<file path="src/logic/fsr_pkg.sv">
package fsr_pkg;

	// ************************************************************
	// Opcodes
	// ************************************************************
	localparam logic [7:0] OP_READ_LOW  = 8'h05;
	localparam logic [7:0] OP_READ_HIGH = 8'h35;

	// ************************************************************
	// Status byte low fields
	// ************************************************************
	localparam int LOW_GUARD0_POS = 7;
	localparam int LOW_GRAN_POS   = 6;
	localparam int LOW_TB_POS     = 5;
	localparam int LOW_LEVEL_POS  = 2;
	localparam int LOW_WEL_POS    = 1;
	localparam int LOW_BUSY_POS   = 0;
	localparam logic [7:0] LOW_WRITE_MASK = 8'hFC;
	localparam logic [7:0] LOW_RESET      = 8'h00;

	// ************************************************************
	// Status byte high fields
	// ************************************************************
	localparam int HIGH_INVERT_POS = 6;
	localparam int HIGH_LOCK1_POS  = 3;
	localparam int HIGH_QE_POS     = 1;
	localparam int HIGH_GUARD1_POS = 0;
	localparam logic [7:0] HIGH_WRITE_MASK = 8'h7B;
	localparam logic [7:0] HIGH_RESET      = 8'h00;

	// ************************************************************
	// Serial timing
	// ************************************************************
	localparam logic [2:0] BIT_FIRST = 3'h7;
	localparam logic [2:0] CNT_OPCODE_DONE = 3'h7;

	// ************************************************************
	// Serial state machine
	// ************************************************************
	typedef enum logic [1:0] {
		FSR_IDLE = 2'b00,
		FSR_OPC  = 2'b01,
		FSR_SEND = 2'b11,
		FSR_SKIP = 2'b10
	} fsr_state_type;

endpackage

</file>
<file path="src/logic/fsr_sync.sv">
`timescale 1ns/1ns
module fsr_sync #(
	parameter int WIDTH = 3
) (
	// Clock and reset
	input  wire logic             sys_clk,
	input  wire logic             rst_n,
	// Data
	input  wire logic [WIDTH-1:0] async_in,
	output logic      [WIDTH-1:0] sync_out
);

	typedef struct packed {
		logic [WIDTH-1:0] stage1;
		logic [WIDTH-1:0] stage2;
	} fsr_sync_type;

	fsr_sync_type st_r;
	fsr_sync_type st_nxt;

	// ************************************************************
	// Two-flop synchroniser
	// ************************************************************
	always_comb begin
		st_nxt        = st_r;
		st_nxt.stage1 = async_in;
		st_nxt.stage2 = st_r.stage1;
	end

	always_ff @(posedge sys_clk or negedge rst_n) begin
		if (!rst_n) begin
			st_r <= '0;
		end else begin
			st_r <= st_nxt;
		end
	end

	assign sync_out = st_r.stage2;

endmodule

</file>
<file path="src/logic/fsr_status_read.sv">
// Functional notes
// - Status reads served any time, even busy
// - Opcode 05h returns status byte low
// - After bit 0 wrap to bit 7
// - Each pass resamples live status
// - Chip select release ends read, output floats
// - Opcode 35h returns status byte high
// - Low byte guard0, granularity, top, level bits
// - Low bit 1 is read-only write latch
// - Low bit 0 is read-only busy
// - Writes change only low bits 7..2
// - High bits 7 and 2 read zero
// - High bit 6 protect invert, default zero
// - High bits 5..3 otp page locks
// - High bit 1 quad enable, pin roles
// - High bit 0 status guard 1
// - Writes change only high bits 6..3,1,0
`timescale 1ns/1ns
module fsr_status_read (
	// Clock and reset
	input  wire logic       sys_clk,
	input  wire logic       rst_n,
	// Serial pins
	input  wire logic       spi_clk,
	input  wire logic       chip_sel_n,
	input  wire logic       serial_in,
	output logic            serial_out,
	output logic            serial_out_en,
	// Core status inputs
	input  wire logic       busy_flag,
	input  wire logic       write_latch_flag,
	// Write-status port from command decoder
	input  wire logic       wr_low_stb,
	input  wire logic [7:0] wr_low_data,
	input  wire logic       wr_high_stb,
	input  wire logic [7:0] wr_high_data,
	// Status field outputs
	output logic            status_guard_0,
	output logic            status_guard_1,
	output logic            block_granularity_select,
	output logic            top_bottom_select,
	output logic [2:0]      protect_level,
	output logic            protect_invert,
	output logic [2:0]      otp_lock_page,
	output logic            quad_io_enable
);

	typedef struct packed {
		fsr_pkg::fsr_state_type state;
		logic                   clk_d;
		logic [2:0]             cnt;
		logic [7:0]             opcode;
		logic                   sel_high;
		logic [7:0]             shift;
		logic [7:0]             low_w;
		logic [7:0]             high_w;
		logic                   so;
		logic                   so_en;
	} fsr_core_type;

	fsr_core_type st_r;
	fsr_core_type st_nxt;

	logic       clk_s;
	logic       csn_s;
	logic       si_s;
	logic       rise;
	logic       fall;
	logic [7:0] live_low;
	logic [7:0] live_high;
	logic [7:0] live_sel;
	logic [7:0] opc_next;

	// ************************************************************
	// Pin synchronisers
	// ************************************************************
	fsr_sync #(
		.WIDTH(3)
	) u_sync (
		.sys_clk  (sys_clk),
		.rst_n    (rst_n),
		.async_in ({spi_clk, chip_sel_n, serial_in}),
		.sync_out ({clk_s, csn_s, si_s})
	);

	// ************************************************************
	// Live status bytes
	// ************************************************************
	always_comb begin
		live_low  = st_r.low_w & fsr_pkg::LOW_WRITE_MASK;
		live_low[fsr_pkg::LOW_WEL_POS]  = write_latch_flag;
		live_low[fsr_pkg::LOW_BUSY_POS] = busy_flag;
		live_high = st_r.high_w & fsr_pkg::HIGH_WRITE_MASK;
		live_sel  = st_r.sel_high ? live_high : live_low;
	end

	assign rise     = clk_s & ~st_r.clk_d;
	assign fall     = ~clk_s & st_r.clk_d;
	assign opc_next = {st_r.opcode[6:0], si_s};

	// ************************************************************
	// Serial engine and register writes
	// ************************************************************
	always_comb begin
		st_nxt       = st_r;
		st_nxt.clk_d = clk_s;
		if (wr_low_stb) begin
			st_nxt.low_w = (st_r.low_w & ~fsr_pkg::LOW_WRITE_MASK)
				| (wr_low_data & fsr_pkg::LOW_WRITE_MASK);
		end
		if (wr_high_stb) begin
			st_nxt.high_w = (st_r.high_w & ~fsr_pkg::HIGH_WRITE_MASK)
				| (wr_high_data & fsr_pkg::HIGH_WRITE_MASK);
		end
		if (csn_s) begin
			st_nxt.state  = fsr_pkg::FSR_IDLE;
			st_nxt.so_en  = 1'b0;
			st_nxt.so     = 1'b0;
			st_nxt.cnt    = '0;
			st_nxt.opcode = '0;
		end else begin
			case (st_r.state)
				fsr_pkg::FSR_IDLE: begin
					st_nxt.state = fsr_pkg::FSR_OPC;
					st_nxt.cnt   = '0;
				end
				fsr_pkg::FSR_OPC: begin
					if (rise) begin
						st_nxt.opcode = opc_next;
						st_nxt.cnt    = st_r.cnt + 3'h1;
						if (st_r.cnt == fsr_pkg::CNT_OPCODE_DONE) begin
							if (opc_next == fsr_pkg::OP_READ_LOW) begin
								st_nxt.state    = fsr_pkg::FSR_SEND;
								st_nxt.sel_high = 1'b0;
							end else if (opc_next == fsr_pkg::OP_READ_HIGH) begin
								st_nxt.state    = fsr_pkg::FSR_SEND;
								st_nxt.sel_high = 1'b1;
							end else begin
								st_nxt.state = fsr_pkg::FSR_SKIP;
							end
							st_nxt.cnt = fsr_pkg::BIT_FIRST;
						end
					end
				end
				fsr_pkg::FSR_SEND: begin
					if (fall) begin
						if (st_r.cnt == fsr_pkg::BIT_FIRST) begin
							st_nxt.shift = live_sel;
							st_nxt.so    = live_sel[7];
						end else begin
							st_nxt.so = st_r.shift[st_r.cnt];
						end
						st_nxt.so_en = 1'b1;
						st_nxt.cnt   = st_r.cnt - 3'h1;
					end
				end
				fsr_pkg::FSR_SKIP: begin
					st_nxt.so_en = 1'b0;
				end
				default: begin
					st_nxt.state = fsr_pkg::FSR_IDLE;
				end
			endcase
		end
	end

	always_ff @(posedge sys_clk or negedge rst_n) begin
		if (!rst_n) begin
			st_r        <= '0;
			st_r.state  <= fsr_pkg::FSR_IDLE;
			st_r.low_w  <= fsr_pkg::LOW_RESET;
			st_r.high_w <= fsr_pkg::HIGH_RESET;
		end else begin
			st_r <= st_nxt;
		end
	end

	// ************************************************************
	// Outputs
	// ************************************************************
	assign serial_out    = st_r.so;
	assign serial_out_en = st_r.so_en;
	assign status_guard_0 = st_r.low_w[fsr_pkg::LOW_GUARD0_POS];
	assign block_granularity_select = st_r.low_w[fsr_pkg::LOW_GRAN_POS];
	assign top_bottom_select = st_r.low_w[fsr_pkg::LOW_TB_POS];
	assign protect_level = st_r.low_w[fsr_pkg::LOW_LEVEL_POS +: 3];
	assign protect_invert = st_r.high_w[fsr_pkg::HIGH_INVERT_POS];
	assign otp_lock_page = st_r.high_w[fsr_pkg::HIGH_LOCK1_POS +: 3];
	assign quad_io_enable = st_r.high_w[fsr_pkg::HIGH_QE_POS];
	assign status_guard_1 = st_r.high_w[fsr_pkg::HIGH_GUARD1_POS];

	// ************************************************************
	// Checks
	// ************************************************************
	a_float_on_release: assert property (
		@(posedge sys_clk) disable iff (!rst_n)
		csn_s |=> !serial_out_en)
		else $error("output driven after deselect");

	a_release_idle: assert property (
		@(posedge sys_clk) disable iff (!rst_n)
		csn_s |=> st_r.state == fsr_pkg::FSR_IDLE)
		else $error("read not ended on deselect");

	a_low_fixed_bits: assert property (
		@(posedge sys_clk) disable iff (!rst_n)
		wr_low_stb |=> st_r.low_w[1:0] == $past(st_r.low_w[1:0]))
		else $error("low byte bits 1..0 changed by write");

	a_low_write_taken: assert property (
		@(posedge sys_clk) disable iff (!rst_n)
		wr_low_stb |=> st_r.low_w[7:2] == $past(wr_low_data[7:2]))
		else $error("low byte write lost");

	a_high_reserved_zero: assert property (
		@(posedge sys_clk) disable iff (!rst_n)
		!live_high[7] && !live_high[2])
		else $error("reserved high bit set");

	a_high_fixed_bits: assert property (
		@(posedge sys_clk) disable iff (!rst_n)
		wr_high_stb |=> st_r.high_w[7] == $past(st_r.high_w[7])
			&& st_r.high_w[2] == $past(st_r.high_w[2]))
		else $error("reserved high bits changed by write");

	a_high_write_taken: assert property (
		@(posedge sys_clk) disable iff (!rst_n)
		wr_high_stb |=> st_r.high_w[6:3] == $past(wr_high_data[6:3])
			&& st_r.high_w[1:0] == $past(wr_high_data[1:0]))
		else $error("high byte write lost");

	a_bytes_hold: assert property (
		@(posedge sys_clk) disable iff (!rst_n)
		!wr_low_stb && !wr_high_stb
			|=> $stable(st_r.low_w) && $stable(st_r.high_w))
		else $error("status byte changed without write");

	a_busy_live: assert property (
		@(posedge sys_clk) disable iff (!rst_n)
		live_low[0] == busy_flag && live_low[1] == write_latch_flag)
		else $error("flags not live in low byte");

	a_opc_silent: assert property (
		@(posedge sys_clk) disable iff (!rst_n)
		st_r.state == fsr_pkg::FSR_OPC |-> !serial_out_en)
		else $error("output driven during opcode");

	a_opcode_shift: assert property (
		@(posedge sys_clk) disable iff (!rst_n)
		(st_r.state == fsr_pkg::FSR_OPC && !csn_s && rise)
			|=> st_r.opcode[0] == $past(si_s))
		else $error("opcode bit not taken on rise");

	a_count_hold: assert property (
		@(posedge sys_clk) disable iff (!rst_n)
		(st_r.state == fsr_pkg::FSR_OPC && !csn_s && !rise)
			|=> $stable(st_r.cnt))
		else $error("opcode count moved without rise");

	a_opcode_low: assert property (
		@(posedge sys_clk) disable iff (!rst_n)
		(st_r.state == fsr_pkg::FSR_OPC && !csn_s && rise
			&& st_r.cnt == 3'h7 && opc_next == 8'h05)
			|=> st_r.state == fsr_pkg::FSR_SEND && !st_r.sel_high)
		else $error("opcode 05h not accepted");

	a_opcode_high: assert property (
		@(posedge sys_clk) disable iff (!rst_n)
		(st_r.state == fsr_pkg::FSR_OPC && !csn_s && rise
			&& st_r.cnt == 3'h7 && opc_next == 8'h35)
			|=> st_r.state == fsr_pkg::FSR_SEND && st_r.sel_high)
		else $error("opcode 35h not accepted");

	a_opcode_skip: assert property (
		@(posedge sys_clk) disable iff (!rst_n)
		(st_r.state == fsr_pkg::FSR_OPC && !csn_s && rise
			&& st_r.cnt == 3'h7 && opc_next != 8'h05
			&& opc_next != 8'h35)
			|=> st_r.state == fsr_pkg::FSR_SKIP)
		else $error("unknown opcode not refused");

	a_skip_silent: assert property (
		@(posedge sys_clk) disable iff (!rst_n)
		st_r.state == fsr_pkg::FSR_SKIP |-> !serial_out_en)
		else $error("output driven after unknown opcode");

	a_enable_on_fall: assert property (
		@(posedge sys_clk) disable iff (!rst_n)
		(st_r.state == fsr_pkg::FSR_SEND && !csn_s && fall)
			|=> serial_out_en)
		else $error("output not enabled on fall");

	a_wrap_reload: assert property (
		@(posedge sys_clk) disable iff (!rst_n)
		(st_r.state == fsr_pkg::FSR_SEND && !csn_s && fall
			&& st_r.cnt == 3'h0) |=> st_r.cnt == 3'h7)
		else $error("no wrap to bit 7");

	a_fresh_sample: assert property (
		@(posedge sys_clk) disable iff (!rst_n)
		(st_r.state == fsr_pkg::FSR_SEND && !csn_s && fall
			&& st_r.cnt == 3'h7) |=> st_r.shift == $past(live_sel))
		else $error("pass not resampled");

	a_first_bit: assert property (
		@(posedge sys_clk) disable iff (!rst_n)
		(st_r.state == fsr_pkg::FSR_SEND && !csn_s && fall
			&& st_r.cnt == 3'h7)
			|=> serial_out == $past(live_sel[7]))
		else $error("bit 7 not from fresh byte");

	a_bit_order: assert property (
		@(posedge sys_clk) disable iff (!rst_n)
		(st_r.state == fsr_pkg::FSR_SEND && !csn_s && fall
			&& st_r.cnt != 3'h7)
			|=> serial_out == $past(st_r.shift[st_r.cnt]))
		else $error("status bit out of order");

	a_output_hold: assert property (
		@(posedge sys_clk) disable iff (!rst_n)
		(st_r.state == fsr_pkg::FSR_SEND && !csn_s && !fall)
			|=> $stable(serial_out))
		else $error("output changed without falling edge");

	a_select_kept: assert property (
		@(posedge sys_clk) disable iff (!rst_n)
		st_r.state == fsr_pkg::FSR_SEND |=> $stable(st_r.sel_high))
		else $error("byte selection changed during read");

endmodule

</file>
<file path="config.mk">
export PLATFORM = sky130hd
export DESIGN_NAME = fsr_status_read
export DESIGN_NICKNAME = d
export VERILOG_FILES = /design/src/logic/fsr_pkg.sv /design/src/logic/fsr_sync.sv /design/src/logic/fsr_status_read.sv
export SDC_FILE = /design/constraint.sdc
export NUM_CORES = 1
export LEC_CHECK = 0
export BUFFER_PORTS_ARGS = -buffer_cell sky130_fd_sc_hd__buf_2
export CAP_MARGIN = 0
export CELL_PAD_IN_SITES_DETAIL_PLACEMENT = 1
export CELL_PAD_IN_SITES_GLOBAL_PLACEMENT = 1
export CORE_MARGIN = 2
export CORE_UTILIZATION = 38
export CTS_CLUSTER_DIAMETER = 50
export DETAILED_ROUTE_END_ITERATION = 6
export GPL_ROUTABILITY_DRIVEN = 0
export PLACE_DENSITY_LB_ADDON = 0.25
export SLEW_MARGIN = 20
export SYNTH_ARGS = -nofsm -noshare
export SYNTH_HDL_FRONTEND = slang
export SYNTH_SLANG_ARGS = --single-unit
</file>
<file path="constraint.sdc">
create_clock -name sys_clk -period 1.5 [get_ports sys_clk]
set_input_delay 0.075 -clock sys_clk [delete_from_list [all_inputs] [get_ports sys_clk]]
set_output_delay 0.075 -clock sys_clk [all_outputs]
set_load 0.05 [all_outputs]
</file>
==> results of run 1 <==
## flip-flops by register name, summed over array words and instances (netlist names)
register	count
protect_invert	1
otp_lock_page	3
status_guard_0	1
st_r	15
u_sync.sync_out	3
serial_out	1
serial_out_en	1
protect_level	3
block_granularity_select	1
u_sync.st_nxt	3
status_guard_1	1
quad_io_enable	1
opc_next	7
top_bottom_select	1
## cell usage after synthesis (2+ instances only)
cell,count
inv_1,5
dfrtp_1,42
nand2_1,21
a21oi_1,12
nand2b_1,2
a21oi_2,3
mux2i_1,7
o21ai_1,4
buf_2,2
o22ai_1,2
buf_4,7
xnor2_1,2
o21ai_0,2
nor2_1,11
nor2b_1,3
o211ai_1,2
nor3_4,2
mux2_2,12
a211oi_1,2
clkbuf_1,4
ha_1,2
## per-stage QoR
stage / area, sq um / instances / setup slack, ns
after floorplan: 1940 / 170 / 0.0414
after global placement: 2180 / 267 / 0.0452
after detailed placement: 2180 / 267 / -0.0119
after CTS: 2340 / 280 / 0.00498
after global routing: 2380 / 282 / -0.0871
final: 2380 / 282 / 0.0781
## report_power, final
part	total, W	internal (W)	switching, W	leakage [nW]
Sequential	0.00122	0.00118	0.0000403	0.528
Combinational	0.000318	0.000108	0.000210	0.470
Clock	0.000895	0.000495	0.000400	0.0504
## routing by layer
metal | vias to the layer above | track usage, % | part of all wire (%)
li1 | 674 | - | -
met1 | 729 | 22.5 | 45
met2 | 23 | 28.4 | 51
met3 | 5 | 3.97 | 3.0
met4 | 0 | 5.26 | 1.2
met5 | - | 0 | 0
## critical path, stage by stage (launching register included)
cell     delay [ns]
dfrtp_1        0.48
buf_4          0.20
nor3_4         0.36
o21ai_1        0.14
a22oi_1        0.16
## timing repair
action	in CTS	in global routing
pin swaps	0	4
endpoints found under the hold margin	46	0
cloned	0	1
resized for setup	1	6
endpoints found under the setup margin	7	13
setup buffers	0	1
hold buffers	5	0
## cell type report
class | count | area (sq um) | area share, %
Multi-Input combinational cell | 108 | 795 | 33.4
Clock buffer | 5 | 68.8 | 2.89
Inverter | 6 | 22.5 | 0.946
Timing Repair Buffer | 51 | 314 | 13.2
Tap cell | 67 | 83.8 | 3.52
Clock inverter | 3 | 45.0 | 1.89
Sequential cell | 42 | 1050 | 44.2
## worst min-delay path by stage
stage / startpoint / to / slack, ns / depth (start not counted)
finish: wr_high_data[0] / status_guard_1 / 0.01 / 2
global route: wr_low_data[2] / protect_level[0] / 0.004 / 2
global placement: rst_n / opc_next[2] / 0.17 / 2
floorplan: rst_n / block_granularity_select / -0.22 / 0
CTS: wr_low_data[7] / status_guard_0 / 0.002 / 2
detailed placement: rst_n / opc_next[2] / 0.18 / 2
## kinds of logic (layout without fill, tap and decap cells)
group / after synthesis / count (layout)
buffers and inverters: 20 / 65
XOR/XNOR: 2 / 2
multiplexers: 21 / 21
AND/OR/NAND/NOR: 49 / 49
adder cells (fa/ha/maj): 2 / 2
AO/OA/AOI/OAI: 34 / 34
flip-flops: 42 / 42
==> metrics.log, run 1 <==
[metrics] share of synthesized cell area in and, or, nand and nor gates: 14.0%
[metrics] site row count: 25
[metrics] capture point of the worst path: st_r[37]
[metrics] xor-xnor portion of the synthesized cell area: 0.905%
[metrics] post-route minimum period: 1.42 ns
[metrics] layout cell share with drive strength beyond 1: 36.3%
[metrics] final max-slew violation count: 0
[metrics] core box area: 4820 sq um
[metrics] critical path start-end classification: flop to flop
[metrics] Synth cell types: 42
[metrics] Hold Worst Slack: 0.0106 ns
[metrics] number of flops mapped to enable cells by yosys: 0
[metrics] worst r2r dst: st_r[37]
[metrics] DRC violations left: 0
[metrics] total number of H-tree levels: 2
[metrics] cell area after synthesis: 1940 sq um
[metrics] power density of the placed cells: 1020 nW/um^2
[metrics] Synth Instances: 170
[metrics] maximum frequency from static timing analysis: 0.703 GHz
[metrics] vias in the first global route: 1,594
[metrics] Synth Flop Type: dfrtp_1
[metrics] final-stage net count: 241
[metrics] clock tree from TritonCTS: done
[metrics] setup repair after global routing missed its margin: yes
[metrics] largest net degree at the start of global routing: 43
[metrics] share of the yosys chip area belonging to registers: 54.3%
[metrics] worst reg2reg path startpoint: st_r[40]
[metrics] outcome: finished clean
[metrics] synthesized net count: 197
[metrics] initial cell density of the core: 40.2%
[metrics] chip width: 75.4 um
[metrics] Layout fillers: 538
[metrics] max-cap viol count: 0
[metrics] clock transition at the registers of the reported paths: 0.08 ns
[metrics] most area-hungry cell type in the Yosys netlist: dfrtp_1
[metrics] cell types occupying the most area after synthesis: dfrtp_1, mux2_2, nand2_1
[metrics] clock tree buffer depth: 2
[metrics] remaining antenna violation count after routing: 0
[metrics] total number of vias: 1,431
[metrics] commonest cells after routing, fill and taps aside: dfrtp_1, buf_2, nand2_1, mux2_2
[metrics] most common library cell in the layout ignoring fill and taps: dfrtp_1
[metrics] worst reg-to-reg path cell count: 4
[metrics] GRT Resource Usage Total: 17.1%
[metrics] wire length of the first global-routing pass: 7280 um
[metrics] CP startpoint kind: flop
[metrics] Clock Sinks: 42
[metrics] combinational family with the most area after synthesis: simple AND/OR/NAND/NOR gates
[metrics] Synth Area in Adders: 1.29%
[metrics] Worst Path Required: 1.71 ns
[metrics] setup TNS: 0 ns
[metrics] DIE HEIGHT: 75.4 um
[metrics] share of synthesized area spent on multiplexers: 12.3%
[metrics] DIE AREA: 5680 sq um
[metrics] total wire length after detailed routing: 4270 um
[metrics] category of the worst setup path capture point: flop
[metrics] number of endpoints with negative hold slack in the final report: 0
[metrics] number of top-level pins: 39
[metrics] clk_skew: 0.00834 ns
[metrics] post-synthesis area per instance: 11.4 sq um
[metrics] total gr overflow: 0
[metrics] count of warnings emitted by yosys: 0
[metrics] register bit count reported by yosys: 42
[metrics] area overhead of the layout relative to synthesis: 23.0%
[metrics] Antenna diodes: 0
[metrics] leakage power figure: 1.05 nW
[metrics] maximum fanout encountered on the critical timing path: 8
[metrics] worst hold-check path type: input pin to flop
[metrics] clock buffers created by TritonCTS: 5
[metrics] Critical Path Start: st_r[40]
[metrics] Worst-Margin Slew: 0.535 ns
[metrics] vias per inst: 5.07
[metrics] worst-case register-to-register setup slack: 0.08 ns
[metrics] Routed WL per cell: 15.1 um
[metrics] Final Util: 49.4%
[metrics] Detailed Place HPWL: 3050 um
[metrics] compound-cell area share of the yosys netlist: 11.4%
[metrics] count of buffers inserted at the top-level ports: 34
[metrics] final setup violating endpoints: 0
[metrics] clk root buf: clkbuf_8
[metrics] Async S/R FF share, synth: 100%
[metrics] Design Power: 0.00243 W
[metrics] clock latency on the worst-skew pair: 0.29 ns
[metrics] count of TritonRoute iterations in the first routing pass: 4
[metrics] worst rel slew slack: 64.4%
[metrics] antenna violations before repair: 0
[metrics] worst voltage drop across the vdd grid: 0.000546 V
[metrics] DRT iter0 DRCs: 74
[metrics] area share of the largest cell type after synthesis: 54.3%
[metrics] arrival time of the worst setup path: 1.63 ns
[metrics] final clock period utilization by the worst path: 94.8%
No activity file was read; power rests on OpenSTA's default activity.
==> run 2, diff against run 1 <==
--- a/config.mk
+++ b/config.mk
@@ -5,14 +5,13 @@
 export SDC_FILE = /design/constraint.sdc
 export NUM_CORES = 1
 export LEC_CHECK = 0
-export BUFFER_PORTS_ARGS = -buffer_cell sky130_fd_sc_hd__buf_2
 export CAP_MARGIN = 0
 export CELL_PAD_IN_SITES_DETAIL_PLACEMENT = 1
 export CELL_PAD_IN_SITES_GLOBAL_PLACEMENT = 1
-export CORE_MARGIN = 2
-export CORE_UTILIZATION = 38
+export CORE_UTILIZATION = 44
 export CTS_CLUSTER_DIAMETER = 50
 export DETAILED_ROUTE_END_ITERATION = 6
+export DONT_BUFFER_PORTS = 1
 export GPL_ROUTABILITY_DRIVEN = 0
 export PLACE_DENSITY_LB_ADDON = 0.25
 export SLEW_MARGIN = 20
==> metrics.log, run 2 (synthesis results as in run 1) <==
[metrics] post-route minimum period: 1.48 ns (+0.0546 ns)
[metrics] Design Power: 0.00241 W (-0.82%)
[metrics] Worst-Margin Slew: 0.458 ns (-0.0770 ns)
[metrics] Antenna diodes: 0 (unchanged)
[metrics] cell-by-cell trace of the critical path: nor3b_1 > nand4_1 > nand2_1 > o211ai_1
[metrics] worst path setup slack after routing: 0.0235 ns (-0.0546 ns)
[metrics] arrival time of the worst setup path: 1.65 ns (+0.02 ns)
[metrics] clock tree buffer depth: 2 (unchanged)
[metrics] count of buffers inserted at the top-level ports: 0 (-100%)
[metrics] total wire length after detailed routing: 5390 um (+26%)
[metrics] worst r2r dst: st_r[26]
[metrics] clock latency on the worst-skew pair: 0.30 ns (about the same)
[metrics] DIE AREA: 4670 sq um (-18%)
[metrics] number of endpoints with negative hold slack in the final report: 0 (unchanged)
[metrics] maximum fanout encountered on the critical timing path: 8 (unchanged)
[metrics] post-placement worst setup slack: 0.00522 ns (+0.0172 ns)
[metrics] final clock period utilization by the worst path: 98.4% (+3.6 points)
[metrics] antenna violations before repair: 0 (unchanged)
[metrics] max-cap viol count: 0 (unchanged)
[metrics] total number of vias: 1,501 (+4.9%)
[metrics] most common library cell in the layout ignoring fill and taps: dfrtp_1
[metrics] worst rel slew slack: 69.1% (+4.7 points)
[metrics] clock tree from TritonCTS: done
[metrics] register with the highest flop count: st_r
[metrics] Detailed Place HPWL: 2890 um (-5.1%)
[metrics] clock transition at the registers of the reported paths: 0.08 ns (about the same)
[metrics] critical path start-end classification: flop to flop
[metrics] CP bufs+invs: 0 (-1)
[metrics] area overhead of the layout relative to synthesis: 32.6%
[metrics] clk_skew: 0.0147 ns (+0.00637 ns)
[metrics] site row count: 23 (-8.0%)
[metrics] slowest cell on the critical path: dfrtp_1
[metrics] largest net degree at the start of global routing: 43 (unchanged)
[metrics] core box area: 4120 sq um (-15%)
[metrics] worst hold-check path type: input pin to flop
[metrics] number of flip-flops in the largest register: 15 (unchanged)
[metrics] Clock Sinks: 42 (unchanged)
[metrics] DRT iter0 DRCs: 100 (+35%)
[metrics] final setup violating endpoints: 0 (unchanged)
[metrics] Levels on crit path: 4 (unchanged)
[metrics] clock buffers created by TritonCTS: 5 (unchanged)
[metrics] clk root buf: clkbuf_8
[metrics] hold path cells: 2 (unchanged)
[metrics] DIE HEIGHT: 68.3 um (-9.3%)
[metrics] worst voltage drop across the vdd grid: 0.000697 V (+28%)
[metrics] initial cell density of the core: 47.0% (+6.9 points)
[metrics] remaining antenna violation count after routing: 0 (unchanged)
[metrics] maximum frequency from static timing analysis: 0.677 GHz (-3.7%)
[metrics] worst reg-to-reg path cell count: 4 (unchanged)
[metrics] Worst Path Required: 1.67 ns (-0.04 ns)
[metrics] vias per inst: 5.54 (+9.1%)
[metrics] count of TritonRoute iterations in the first routing pass: 4 (unchanged)
[metrics] power density of the placed cells: 939 nW/um^2 (-8.0%)
[metrics] Top delay family on crit path: simple AND/OR/NAND/NOR gates
[metrics] worst-case register-to-register setup slack: 0.02 ns (-0.05 ns)
[metrics] leakage power figure: 1.09 nW (+4.2%)
[metrics] total gr overflow: 0 (unchanged)
[metrics] chip width: 68.3 um (-9.3%)
[metrics] launch instance of the worst min-delay path: write_latch_flag
[metrics] outcome: finished clean
[metrics] DRC violations left: 0 (unchanged)
[metrics] setup TNS: 0 ns (unchanged)
[metrics] category of the worst setup path capture point: flop
[metrics] crit-path max cell delay: 0.49 ns (about the same)
[metrics] commonest cells after routing, fill and taps aside: dfrtp_1, dlygate4sd3_1, buf_4, nand2_1, mux2_2
[metrics] capture endpoint of the worst hold path: st_r[19]
[metrics] number of top-level pins: 39 (unchanged)
[metrics] vias in the first global route: 1,654 (+3.8%)
[metrics] layout cell share with drive strength beyond 1: 27.1% (-9.1 points)
[metrics] setup repair after global routing missed its margin: yes
[metrics] Routed WL per cell: 19.9 um (+31%)
[metrics] worst reg2reg path startpoint: st_r[40]
[metrics] wire length of the first global-routing pass: 8390 um (+15%)
[metrics] GRT Resource Usage Total: 25.7% (+8.6 points)
[metrics] final max-slew violation count: 0 (unchanged)
[metrics] total number of H-tree levels: 2 (unchanged)
[metrics] final-stage net count: 247 (+2.5%)
[metrics] CP startpoint kind: flop
-- run 2: cell types whose count changed in the layout (fill, tap and decap cells not counted), sizes merged --
cell and change:
buf -18, bufinv -1, clkinv +1, dlygate4sd3 +24, clkbuf +1, clkinvlp -1
-- run 2: worst reg2reg max path, stage by stage, from the launching register on --
cell,delay (ns)
dfrtp_1,0.49
nor3b_1,0.45
nand4_1,0.22
nand2_1,0.12
o211ai_1,0.09
-- run 2: worst max path at each step --
stage,to,slack [ns],from
6_report,st_r[26],0.02,st_r[40]
2_1_floorplan,st_r[25],0.04,st_r[36]
3_3_place_gp,st_r[21],0.05,st_r[35]
4_1_cts,st_r[25],0.01,st_r[35]
3_5_place_dp,st_r[19],0.005,st_r[35]
5_1_grt,st_r[18],-0.03,st_r[35]
-- run 2: timing repair --
action | CTS | global route
buffers inserted | 0 | 5
setup endpoints to repair | 2 | 10
hold buffers | 30 | 0
endpoints found under the hold margin | 58 | 0
gates resized for setup | 1 | 7
pin swaps | 0 | 2
cloned | 0 | 1
-- run 2: area by class of cell --
cell class,count,area (sq um)
inverters,6,22.5
well taps,50,62.6
multi-input cells,108,803
clock buffers,6,82.6
flip-flops and latches,42,1050
repair buffers,57,533
clock inverters,2,12.5
fillers,422,1550
-- run 2: per-layer routing --
metal	vias to the layer above	track usage, %	part of all wire, %
met5	-	0	0
met4	0	8.33	1.4
met3	8	5.00	2.4
met2	24	48.0	56
met1	784	28.9	40
li1	685	-	-
-- run 2: metrics by stage --
stage | hold WS (ns) | cells | cell area [sq um] | util (%)
final | 0.00456 | 271 | 2570 | 62.4
after global routing | 0.0312 | 271 | 2570 | 62.4
after CTS | 0.00747 | 265 | 2480 | 60.2
after detailed placement | -0.219 | 227 | 2070 | 50.2
after global placement | -0.219 | 227 | 2070 | 50.2
after floorplan | -0.221 | 170 | 1940 | -
-- run 2: power by group --
part,leakage [nW],internal [W],switching [W]
clock,0.0472,0.000370,0.000409
combinational,0.515,0.000179,0.000227
sequential,0.530,0.00118,0.0000485
==> run 3, diff against run 2 <==
==> constraint.sdc (replaced) <==
create_clock -name sys_clk -period 1.5 [get_ports sys_clk]
set_input_delay 0.3 -clock sys_clk [delete_from_list [all_inputs] [get_ports sys_clk]]
set_output_delay 0.3 -clock sys_clk [all_outputs]
set_load 0.05 [all_outputs]
==> metrics.log, run 3 (synthesis results as in run 1) <==
[metrics] total wire length after detailed routing: 3960 um (-26%)
[metrics] Clock Sinks: 42 (unchanged)
[metrics] total number of H-tree levels: 2 (unchanged)
[metrics] commonest cells after routing, fill and taps aside: dfrtp_1, nand2_1, mux2_2, a21oi_1, nor2_1
[metrics] Routed WL per cell: 17.6 um (-11%)
[metrics] total number of vias: 1,294 (-14%)
[metrics] CP startpoint kind: flop
[metrics] launch instance of the worst min-delay path: chip_sel_n
[metrics] final max-slew violation count: 0 (unchanged)
[metrics] Worst Path Required: 1.72 ns (+0.05 ns)
[metrics] worst-case register-to-register setup slack: 0.06 ns (+0.04 ns)
[metrics] Detailed Place HPWL: 2870 um (-0.88%)
[metrics] Hold Worst Slack: 0.0307 ns (+0.0261 ns)
[metrics] post-route minimum period: 1.44 ns (-0.0398 ns)
[metrics] max-cap viol count: 0 (unchanged)
[metrics] worst reg2reg path startpoint: st_r[35]
[metrics] chip width: 68.3 um (unchanged)
[metrics] worst rel slew slack: 66.1% (-3.0 points)
[metrics] DIE AREA: 4670 sq um (unchanged)
[metrics] capture endpoint of the worst hold path: u_sync.st_nxt[1]
[metrics] vias per inst: 5.75 (+3.8%)
[metrics] worst path setup slack after routing: 0.0633 ns (+0.0398 ns)
[metrics] arrival time of the worst setup path: 1.65 ns (about the same)
[metrics] final clock period utilization by the worst path: 95.8% (-2.7 points)
[metrics] post-placement worst setup slack: -0.0230 ns (-0.0282 ns)
[metrics] count of TritonRoute iterations in the first routing pass: 5 (+1)
[metrics] Layout fillers: 446 (+5.7%)
[metrics] most common library cell in the layout ignoring fill and taps: dfrtp_1
[metrics] worst voltage drop across the vdd grid: 0.000630 V (-9.6%)
[metrics] final setup violating endpoints: 0 (unchanged)
[metrics] power density of the placed cells: 1040 nW/um^2 (+11%)
[metrics] count of buffers inserted at the top-level ports: 0 (unchanged)
[metrics] site row count: 23 (unchanged)
[metrics] outcome: finished clean
[metrics] DRT iter0 DRCs: 72 (-28%)
[metrics] clock transition at the registers of the reported paths: 0.08 ns (about the same)
[metrics] final-stage net count: 201 (-19%)
[metrics] layout cell share with drive strength beyond 1: 24.0% (-3.1 points)
[metrics] clk_skew: 0.0100 ns (-0.00467 ns)
[metrics] GRT Resource Usage Total: 19.3% (-6.5 points)
[metrics] category of the worst setup path capture point: flop
[metrics] maximum frequency from static timing analysis: 0.696 GHz (+2.8%)
[metrics] hold path cells: 0 (-2)
[metrics] clock latency on the worst-skew pair: 0.30 ns (about the same)
[metrics] leakage power figure: 0.874 nW (-20%)
[metrics] clk root buf: clkbuf_8
[metrics] number of flip-flops in the largest register: 15 (unchanged)
[metrics] number of top-level pins: 39 (unchanged)
[metrics] Post-CTS Repair Setup Buffers: 0 (unchanged)
[metrics] clock tree from TritonCTS: done
[metrics] core box area: 4120 sq um (unchanged)
[metrics] total gr overflow: 0 (unchanged)
[metrics] register with the highest flop count: st_r
[metrics] DRC violations left: 0 (unchanged)
[metrics] critical path start-end classification: flop to flop
[metrics] Worst-Margin Slew: 0.496 ns (+0.0385 ns)
[metrics] DIE HEIGHT: 68.3 um (unchanged)
[metrics] largest net degree at the start of global routing: 43 (unchanged)
[metrics] vias in the first global route: 1,402 (-15%)
[metrics] clock tree buffer depth: 2 (unchanged)
[metrics] worst r2r dst: st_r[20]
[metrics] remaining antenna violation count after routing: 0 (unchanged)
[metrics] Antenna diodes: 0 (unchanged)
[metrics] area overhead of the layout relative to synthesis: 9.83%
[metrics] initial cell density of the core: 47.0% (unchanged)
[metrics] wire length of the first global-routing pass: 6430 um (-23%)
[metrics] worst hold-check path type: input pin to flop
[metrics] setup repair after global routing missed its margin: yes
[metrics] maximum fanout encountered on the critical timing path: 14 (+6)
[metrics] antenna violations before repair: 0 (unchanged)
[metrics] clock buffers created by TritonCTS: 5 (unchanged)
[metrics] worst reg-to-reg path cell count: 6 (+2)
[metrics] number of endpoints with negative hold slack in the final report: 0 (unchanged)
[run 3: power by group]
group	internal (W)	total, W	switching (W)
Clock	0.000370	0.000748	0.000379
Sequential	0.00117	0.00133	0.000152
Combinational	0.0000667	0.000147	0.0000799
Total	0.00161	0.00222	0.000611
[run 3: worst max-delay path by stage]
stage / start / endpoint / slack [ns] / cells after the start
after floorplan: st_r[36] / st_r[25] / 0.04 / 4
after global placement: st_r[35] / st_r[20] / 0.04 / 6
after detailed placement: st_r[35] / st_r[20] / -0.02 / 6
after CTS: st_r[35] / st_r[20] / 0.03 / 6
after global routing: st_r[36] / st_r[36] / -0.03 / 7
final: st_r[35] / st_r[20] / 0.06 / 6
[run 3: layout make-up]
type,count,area (sq um),area share [%]
clock buffers,6,82.6,3.88
clock inverters,2,12.5,0.589
inverters,6,22.5,1.06
multi-input cells,108,790,37.1
flip-flops and latches,42,1050,49.4
well taps,50,62.6,2.94
repair buffers,11,105,4.94
[run 3: what timing repair did]
item	CTS	global route
endpoints found under the hold margin	42	0
hold buffers	2	0
resized for setup	2	4
endpoints found under the setup margin	7	7
[run 3: routing by layer]
layer	wire length [um]	global-route usage [%]	vias to the layer above	share of wire, %
met2	2080	32.5	26	52
li1	-	-	597	-
met3	156	5.83	7	3.9
met5	0	0	-	0
met1	1670	23.0	664	42
met4	59	7.03	0	1.5
[run 3: through the flow]
step	power (W)	util (%)	instances	area (sq um)	setup TNS, ns
after floorplan	0.00146	-	170	1940	0
after global placement	0.00146	48.0	215	1980	0
after detailed placement	0.00147	48.0	215	1980	-0.0498
after CTS	0.00224	51.2	225	2110	0
after global routing	0.00230	51.7	225	2130	-0.0603
final	0.00222	51.7	225	2130	0
[run 3: critical path, cell delays in order, from the launching register on]
cell and delay (ns):
dfrtp_1 0.38, ha_2 0.25, nand2_2 0.11, nor3_4 0.21, buf_6 0.20, nand3b_1 0.09
o21ai_1 0.11
